===== src/lcd_i2c_regs.vh =====
`ifndef LCD_I2C_REGS_VH
`define LCD_I2C_REGS_VH
// bus address of the controller (7 bits)
`define LCD_SLAVE_ADDR   7'h3A
// control byte fields
`define LCD_CTRL_CONT    7
`define LCD_CTRL_RSEL    6
`define LCD_CTRL_RDWR    5
// instruction decode
`define LCD_INS_SETADDR  7
`define LCD_HOME_CODE    7'h01
`define LCD_SHIFT_CODE   5'h03
`define LCD_SHIFT_RIGHT  2
// storage sizes
`define LCD_RAM_DEPTH    128
`define LCD_AC_W         7
`define LCD_FIFO_DEPTH   32
`define LCD_FIFO_AW      5
`define LCD_FIFO_W       9
// reset values
`define LCD_AC_RST       7'h00
`define LCD_HOLD_RST     8'h00
`define LCD_OFFS_RST     7'h00
`endif


===== src/lcd_i2c.v =====
// Summary of operation
// return home clears address counter and display shift
// return home keeps RAM and holding register
// master sets select and read bits before reading
// address acknowledge loads holding register for sending
// unloaded holding register gives undefined first byte
// master acknowledge loads next RAM location
// read byte shifted out MSB first, eight clocks
// missing master acknowledge causes no internal action
// master ends read with no acknowledge, stop
// controller releases data line during read acknowledge
// master repeats start with read address
// control byte latches select and read bits
// instruction executes on acknowledge clock pulse
// acknowledged data read advances the address counter
`timescale 1ns/1ns
`include "lcd_i2c_regs.vh"

module lcd_fifo #(
  parameter W  = 9,
  parameter D  = 32,
  parameter AW = 5
) (
  input  wire          clk_sys,
  input  wire          rst,
  input  wire          in_valid,
  output wire          in_ready,
  input  wire [W-1:0]  in_data,
  output wire          out_valid,
  input  wire          out_ready,
  output wire [W-1:0]  out_data
);
  reg  [W-1:0] mem_reg [0:D-1];
  reg  [AW-1:0] wr_ptr_reg;
  reg  [AW-1:0] rd_ptr_reg;
  reg  [AW:0]   count_reg;
  wire          push;
  wire          pop;

  assign in_ready  = (count_reg != D[AW:0]);
  assign out_valid = (count_reg != {(AW+1){1'b0}});
  assign out_data  = mem_reg[rd_ptr_reg];
  assign push      = in_valid & in_ready;
  assign pop       = out_valid & out_ready;

  always @(posedge clk_sys) begin
    if (push) begin
      mem_reg[wr_ptr_reg] <= in_data;
    end
  end

  always @(posedge clk_sys or posedge rst) begin
    if (rst) begin
      wr_ptr_reg <= {AW{1'b0}};
      rd_ptr_reg <= {AW{1'b0}};
      count_reg  <= {(AW+1){1'b0}};
    end else begin
      if (push) begin
        wr_ptr_reg <= wr_ptr_reg + 1'b1;
      end
      if (pop) begin
        rd_ptr_reg <= rd_ptr_reg + 1'b1;
      end
      if (push & ~pop) begin
        count_reg <= count_reg + 1'b1;
      end else if (pop & ~push) begin
        count_reg <= count_reg - 1'b1;
      end
    end
  end
endmodule

module lcd_i2c (
  input  wire                 clk_sys,
  input  wire                 rst,
  input  wire                 scl_in,
  input  wire                 sda_in,
  output wire                 sda_out,
  output wire                 sda_oe,
  output wire                 cmd_valid,
  input  wire                 cmd_ready,
  output wire                 cmd_rs,
  output wire [7:0]           cmd_byte,
  output wire [`LCD_AC_W-1:0] addr_counter,
  output wire [`LCD_AC_W-1:0] disp_offset
);
  localparam [8:0] S_IDLE = 9'h001;
  localparam [8:0] S_ADDR = 9'h002;
  localparam [8:0] S_AACK = 9'h004;
  localparam [8:0] S_CTRL = 9'h008;
  localparam [8:0] S_CACK = 9'h010;
  localparam [8:0] S_DATA = 9'h020;
  localparam [8:0] S_DACK = 9'h040;
  localparam [8:0] S_RD   = 9'h080;
  localparam [8:0] S_RACK = 9'h100;

  reg  [8:0]           state_reg;
  reg                  scl_q_reg;
  reg                  sda_q_reg;
  reg  [3:0]           cnt_reg;
  reg  [7:0]           rx_reg;
  reg  [7:0]           tx_reg;
  reg                  oe_reg;
  reg                  ack_reg;
  reg                  rd_dir_reg;
  reg                  cont_reg;
  reg                  rsel_reg;
  reg                  rdwr_reg;
  reg                  mack_reg;
  reg  [`LCD_AC_W-1:0] ac_reg;
  reg  [`LCD_AC_W-1:0] offs_reg;
  reg  [7:0]           hold_reg;
  reg  [7:0]           ram_reg [0:`LCD_RAM_DEPTH-1];
  reg                  push_reg;
  reg  [8:0]           push_data_reg;
  wire                 fifo_in_ready;
  wire [8:0]           fifo_out;
  wire                 scl_rise;
  wire                 scl_fall;
  wire                 start_det;
  wire                 stop_det;
  wire [7:0]           ram_at_ac;

  assign scl_rise  = scl_in & ~scl_q_reg;
  assign scl_fall  = ~scl_in & scl_q_reg;
  assign start_det = scl_in & scl_q_reg & sda_q_reg & ~sda_in;
  assign stop_det  = scl_in & scl_q_reg & ~sda_q_reg & sda_in;
  assign ram_at_ac = ram_reg[ac_reg];

  assign sda_out      = 1'b0;
  assign sda_oe       = oe_reg;
  assign cmd_rs       = fifo_out[8];
  assign cmd_byte     = fifo_out[7:0];
  assign addr_counter = ac_reg;
  assign disp_offset  = offs_reg;

  lcd_fifo #(
    .W  (`LCD_FIFO_W),
    .D  (`LCD_FIFO_DEPTH),
    .AW (`LCD_FIFO_AW)
  ) u_fifo (
    .clk_sys   (clk_sys),
    .rst       (rst),
    .in_valid  (push_reg),
    .in_ready  (fifo_in_ready),
    .in_data   (push_data_reg),
    .out_valid (cmd_valid),
    .out_ready (cmd_ready),
    .out_data  (fifo_out)
  );

  // display text ram, written by data bytes
  always @(posedge clk_sys) begin
    if ((state_reg == S_DACK) && scl_rise && ack_reg && rsel_reg &&
        !rdwr_reg) begin
      ram_reg[ac_reg] <= rx_reg;
    end
  end

  always @(posedge clk_sys or posedge rst) begin
    if (rst) begin
      state_reg     <= S_IDLE;
      scl_q_reg     <= 1'b1;
      sda_q_reg     <= 1'b1;
      cnt_reg       <= 4'h0;
      rx_reg        <= 8'h00;
      tx_reg        <= 8'h00;
      oe_reg        <= 1'b0;
      ack_reg       <= 1'b0;
      rd_dir_reg    <= 1'b0;
      cont_reg      <= 1'b0;
      rsel_reg      <= 1'b0;
      rdwr_reg      <= 1'b0;
      mack_reg      <= 1'b0;
      ac_reg        <= `LCD_AC_RST;
      offs_reg      <= `LCD_OFFS_RST;
      hold_reg      <= `LCD_HOLD_RST;
      push_reg      <= 1'b0;
      push_data_reg <= 9'h000;
    end else begin
      scl_q_reg <= scl_in;
      sda_q_reg <= sda_in;
      push_reg  <= 1'b0;
      if (stop_det) begin
        state_reg <= S_IDLE;
        oe_reg    <= 1'b0;
      end else if (start_det) begin
        state_reg <= S_ADDR;
        cnt_reg   <= 4'h0;
        oe_reg    <= 1'b0;
      end else begin
        case (state_reg)
          S_IDLE: begin
            oe_reg <= 1'b0;
          end
          S_ADDR, S_CTRL, S_DATA: begin
            if (scl_rise) begin
              rx_reg  <= {rx_reg[6:0], sda_in};
              cnt_reg <= cnt_reg + 4'h1;
            end else if (scl_fall && cnt_reg == 4'h8) begin
              cnt_reg <= 4'h0;
              if (state_reg == S_ADDR) begin
                if (rx_reg[7:1] == `LCD_SLAVE_ADDR) begin
                  rd_dir_reg <= rx_reg[0];
                  ack_reg    <= 1'b1;
                  oe_reg     <= 1'b1;
                  state_reg  <= S_AACK;
                end else begin
                  state_reg  <= S_IDLE;
                end
              end else if (state_reg == S_CTRL) begin
                ack_reg   <= 1'b1;
                oe_reg    <= 1'b1;
                state_reg <= S_CACK;
              end else begin
                // a full command queue refuses the byte
                ack_reg   <= fifo_in_ready;
                oe_reg    <= fifo_in_ready;
                state_reg <= S_DACK;
              end
            end
          end
          S_AACK: begin
            if (scl_rise && rd_dir_reg) begin
              tx_reg <= rsel_reg ? hold_reg : {1'b0, ac_reg};
            end else if (scl_fall) begin
              if (rd_dir_reg) begin
                oe_reg    <= ~tx_reg[7];
                state_reg <= S_RD;
              end else begin
                oe_reg    <= 1'b0;
                state_reg <= S_CTRL;
              end
            end
          end
          S_CACK: begin
            if (scl_rise) begin
              cont_reg <= rx_reg[`LCD_CTRL_CONT];
              rsel_reg <= rx_reg[`LCD_CTRL_RSEL];
              rdwr_reg <= rx_reg[`LCD_CTRL_RDWR];
            end else if (scl_fall) begin
              oe_reg    <= 1'b0;
              state_reg <= S_DATA;
            end
          end
          S_DACK: begin
            if (scl_rise && ack_reg) begin
              push_reg      <= 1'b1;
              push_data_reg <= {rsel_reg, rx_reg};
              if (rsel_reg) begin
                if (!rdwr_reg) begin
                  ac_reg <= ac_reg + 1'b1;
                end
              end else if (rx_reg[`LCD_INS_SETADDR]) begin
                ac_reg   <= rx_reg[`LCD_AC_W-1:0];
                hold_reg <= ram_reg[rx_reg[`LCD_AC_W-1:0]];
              end else if (rx_reg[7:1] == `LCD_HOME_CODE) begin
                ac_reg   <= `LCD_AC_RST;
                offs_reg <= `LCD_OFFS_RST;
              end else if (rx_reg[7:3] == `LCD_SHIFT_CODE) begin
                if (rx_reg[`LCD_SHIFT_RIGHT]) begin
                  offs_reg <= offs_reg + 1'b1;
                end else begin
                  offs_reg <= offs_reg - 1'b1;
                end
              end
            end else if (scl_fall) begin
              oe_reg    <= 1'b0;
              state_reg <= cont_reg ? S_CTRL : S_DATA;
            end
          end
          S_RD: begin
            if (scl_fall) begin
              if (cnt_reg == 4'h7) begin
                cnt_reg   <= 4'h0;
                oe_reg    <= 1'b0;
                state_reg <= S_RACK;
              end else begin
                cnt_reg <= cnt_reg + 4'h1;
                tx_reg  <= {tx_reg[6:0], 1'b0};
                oe_reg  <= ~tx_reg[6];
              end
            end
          end
          S_RACK: begin
            if (scl_rise) begin
              mack_reg <= ~sda_in;
              if (!sda_in) begin
                if (rsel_reg) begin
                  tx_reg   <= ram_at_ac;
                  hold_reg <= ram_at_ac;
                  ac_reg   <= ac_reg + 1'b1;
                end else begin
                  tx_reg <= {1'b0, ac_reg};
                end
              end
            end else if (scl_fall) begin
              if (mack_reg) begin
                oe_reg    <= ~tx_reg[7];
                state_reg <= S_RD;
              end else begin
                oe_reg    <= 1'b0;
                state_reg <= S_IDLE;
              end
            end
          end
          default: begin
            state_reg <= S_IDLE;
            oe_reg    <= 1'b0;
          end
        endcase
      end
    end
  end
endmodule


===== config.mk =====
export PLATFORM = sky130hd
export DESIGN_NAME = lcd_i2c
export DESIGN_NICKNAME = d
export VERILOG_FILES = /design/src/lcd_i2c.v
export VERILOG_INCLUDE_DIRS = /design/src
export SDC_FILE = /design/constraint.sdc
export NUM_CORES = 2
export LEC_CHECK = 0
export BUFFER_PORTS_ARGS = -buffer_cell sky130_fd_sc_hd__buf_4
export CAP_MARGIN = 5
export CORE_UTILIZATION = 61
export DETAILED_ROUTE_END_ITERATION = 8
export GPL_TIMING_DRIVEN = 1
export PLACE_DENSITY = 0.73
export SETUP_SLACK_MARGIN = 0.2
export SLEW_MARGIN = 10
export SYNTH_ARGS = -nofsm -noshare
export SYNTH_HDL_FRONTEND = slang
export SYNTH_HIERARCHICAL = 1
export SYNTH_SLANG_ARGS = --single-unit

===== constraint.sdc =====
create_clock -name clk_sys -period 8.2 [get_ports clk_sys]
set_clock_uncertainty 0.05 [all_clocks]
set_input_delay 1.64 -clock clk_sys [delete_from_list [all_inputs] [get_ports clk_sys]]
set_output_delay 1.64 -clock clk_sys [all_outputs]
set_load 0.005 [all_outputs]

==> results.json <==
{
  "firstDrtPassIters": 6,
  "dp_hpwl_um": 131000,
  "root_buffer": "clkbuf_16",
  "route.detailed.drc": 0,
  "crit_type": "register to primary output",
  "grt_pass1_vias": 40479,
  "synthesis.nets": 3964,
  "synth.distinct_cells": 96,
  "avgSynthCellArea_sq_um": 16.3,
  "required_ns": 6.51,
  "powerDensity_mw_per_mm2": 294,
  "largest_reg_flops": 1024,
  "setup_tns_ns": 0,
  "hold_depth": 2,
  "pin_count": 31,
  "hold_viol_final": 0,
  "placed_cell_area_sq_mm": 0.0655,
  "layout_common_cells": "1,312 x edfxtp_1, 341 x mux4_2, 230 x nor2_1",
  "cp_max_fo": 41,
  "dieArea_sq_mm": 0.106,
  "syn-instance-count": 3938,
  "dieWidth_um": 326,
  "drive_gt1_share_pct": 22.3,
  "final_nets": 3910,
  "overflow": 0,
  "endpoint_kind": "primary output",
  "seq_power_share_pct": 43.3,
  "clkSinkCount": 1398,
  "outcome": "finished, final reports clean",
  "setup_viol": 0,
  "ys_ff_latch": 1398,
  "viasPerCell": 7.89,
  "max-vdd-ir-drop_uv": 362,
  "io_buffers": 29,
  "synth_area_leaders": "edfxtp_1 61%, mux4_2 12%, dfrtp_1 3.2%",
  "core_area_sq_mm": 0.104,
  "synth_edf_count": 1312,
  "max_cap_viol_count": 0,
  "fmax_ghz": 0.188,
  "routedWlPerCell_um": 39.1,
  "place_congestion": 0.985,
  "syn_area_sq_mm": 0.0642,
  "netlist.area_leader.share_pct": 61.4,
  "max_slew_margin_pct": 9.30,
  "p_int_uw": 14200,
  "synth_seq_area_share_pct": 64.8,
  "grt_pass1_wl_um": 299000,
  "cts_hold_buf": 0,
  "grt_setup_unrepaired": "false",
  "fin_crit_sh_pct": 64.9,
  "comb_power_share_pct": 24.5,
  "cts_max_level": 4,
  "p_sw_uw": 6430,
  "layout_commonest_cell": "edfxtp_1",
  "ys.warnings.count": 6,
  "synth_ff_type": "edfxtp_1",
  "clkLatencyLatePin_ns": 0.77,
  "synthArstFlopShare_pct": 6.15,
  "cp-start-kind": "register",
  "wirelength_um": 210000,
  "start_util_pct": 61.7,
  "ctsLongestPathBuffers": 3,
  "cts_resized": 0,
  "final.min_clock_period_ns": 5.32,
  "antenna_left": 0,
  "tightest_slew_ns": 1.36,
  "yosysTopAreaCell": "edfxtp_1",
  "reg2regPathDepth": 9,
  "clkPwrFrac_pct": 32.2,
  "antenna_found_initial": 10,
  "maxSlewViolCount": 0,
  "swShare_pct": 31.1,
  "gr-usage-all-layers_pct": 39.8,
  "row_count": 118,
  "area.growth.synth_to_final_pct": 9.62,
  "die_h_um": 326,
  "r2r_slack_ns": 3.07,
  "hp-class": "register to register",
  "num_vias": 42479,
  "post_cts_buffers": 0,
  "cp.arrival_ns": 3.63,
  "whs_ns": 0.454,
  "cts_tree": "done",
  "drt_iter0_markers": 8330,
  "numCtsBuffers": 142,
  "power.leakage_uw": 0.0226,
  "fin_area_sq_mm": 0.0703,
  "cts.clk_slew.worst_paths_ns": 0.06,
  "grt_max_degree": 122
}
through the flow:
stage | std cells | power, uW | utilization, % | worst slack, ns
6_report | 5385 | 20700 | 67.7 | 2.88
5_1_grt | 5380 | 21100 | 67.7 | 2.63
4_1_cts | 5380 | 20500 | 67.7 | 2.76
3_5_place_dp | 5120 | 14000 | 63.1 | 2.56
3_3_place_gp | 5120 | 14000 | 63.1 | 2.73
2_1_floorplan | 3938 | 12200 | - | 3.51
cell type report:
cell class / count / area, sq um
flip-flops and latches: 1398 / 41600
fillers: 6845 / 33600
multi-input cells: 2182 / 21000
clock buffers: 172 / 3830
well taps: 1380 / 1730
repair buffers: 123 / 1040
clock inverters: 88 / 950
inverters: 37 / 141
diodes: 5 / 12.5
worst paths after layout:
kind,end,startpoint
hold / removal,state_reg[0]$_DFFE_PP1P_,state_reg[0]$_DFFE_PP1P_
min in group asynchronous,rx_reg[2]$_DFFE_PP0P_,rst
setup / recovery,cmd_rs,u_fifo/rd_ptr_reg[0]$_DFFE_PP0P_
max in group asynchronous,addr_counter[0]$_DFFE_PP0P_,rst
hold reg to reg,state_reg[0]$_DFFE_PP1P_,state_reg[0]$_DFFE_PP1P_
setup reg to reg,hold_reg[5]$_DFFE_PP0P_,addr_counter[2]$_DFFE_PP0P_
power groups by stage:
stage                     clock, uW  sequential [uW]  combinational (uW)
final                          6650             8940                5070
after global routing           6930             8950                5180
after CTS                      6670             8930                4930
after detailed placement          0             9090                4920
after global placement            0             9080                4890
after floorplan                   0             9080                3090
cells by family (layout without fill, tap and decap cells):
group | after synthesis | after routing | share of synthesized area, %
AO/OA/AOI/OAI | 836 | 836 | 9.49
XOR/XNOR | 16 | 16 | 0.218
adder cells (fa/ha/maj) | 21 | 21 | 0.433
buffers and inverters | 358 | 420 | 2.57
flip-flops | 1398 | 1398 | 64.8
multiplexers | 648 | 648 | 17.4
other | 1 | 6 | 0.00584
AND/OR/NAND/NOR | 660 | 660 | 5.08
synthesized netlist by cell type, types with 85 or more instances:
| master | instances |
|---|---|
| buf_2 | 103 |
| edfxtp_1 | 1312 |
| o21ai_0 | 117 |
| nor2_1 | 233 |
| mux2i_1 | 161 |
| a21oi_1 | 119 |
| mux4_2 | 341 |
| nand2_1 | 169 |
| a22oi_1 | 186 |
| a221oi_1 | 85 |
| clkbuf_1 | 152 |
| mux2_2 | 129 |
critical path: stages, from the launching register on:
cell and delay, ns:
dfrtp_4 0.83, buf_4 0.72, mux4_1 0.71, a22oi_1 0.29, a21oi_1 0.11, buf_4 0.15
layer usage:
metal,up-vias,wire length [um],share of wire (%),track usage [%]
li1,16254,-,-,-
met1,21043,68700,33,51.1
met2,4192,92800,44,58.1
met3,974,31400,15,13.5
met4,16,17400,8.3,26.4
met5,-,111,0.053,0
Power figures use the tool's default switching activity.
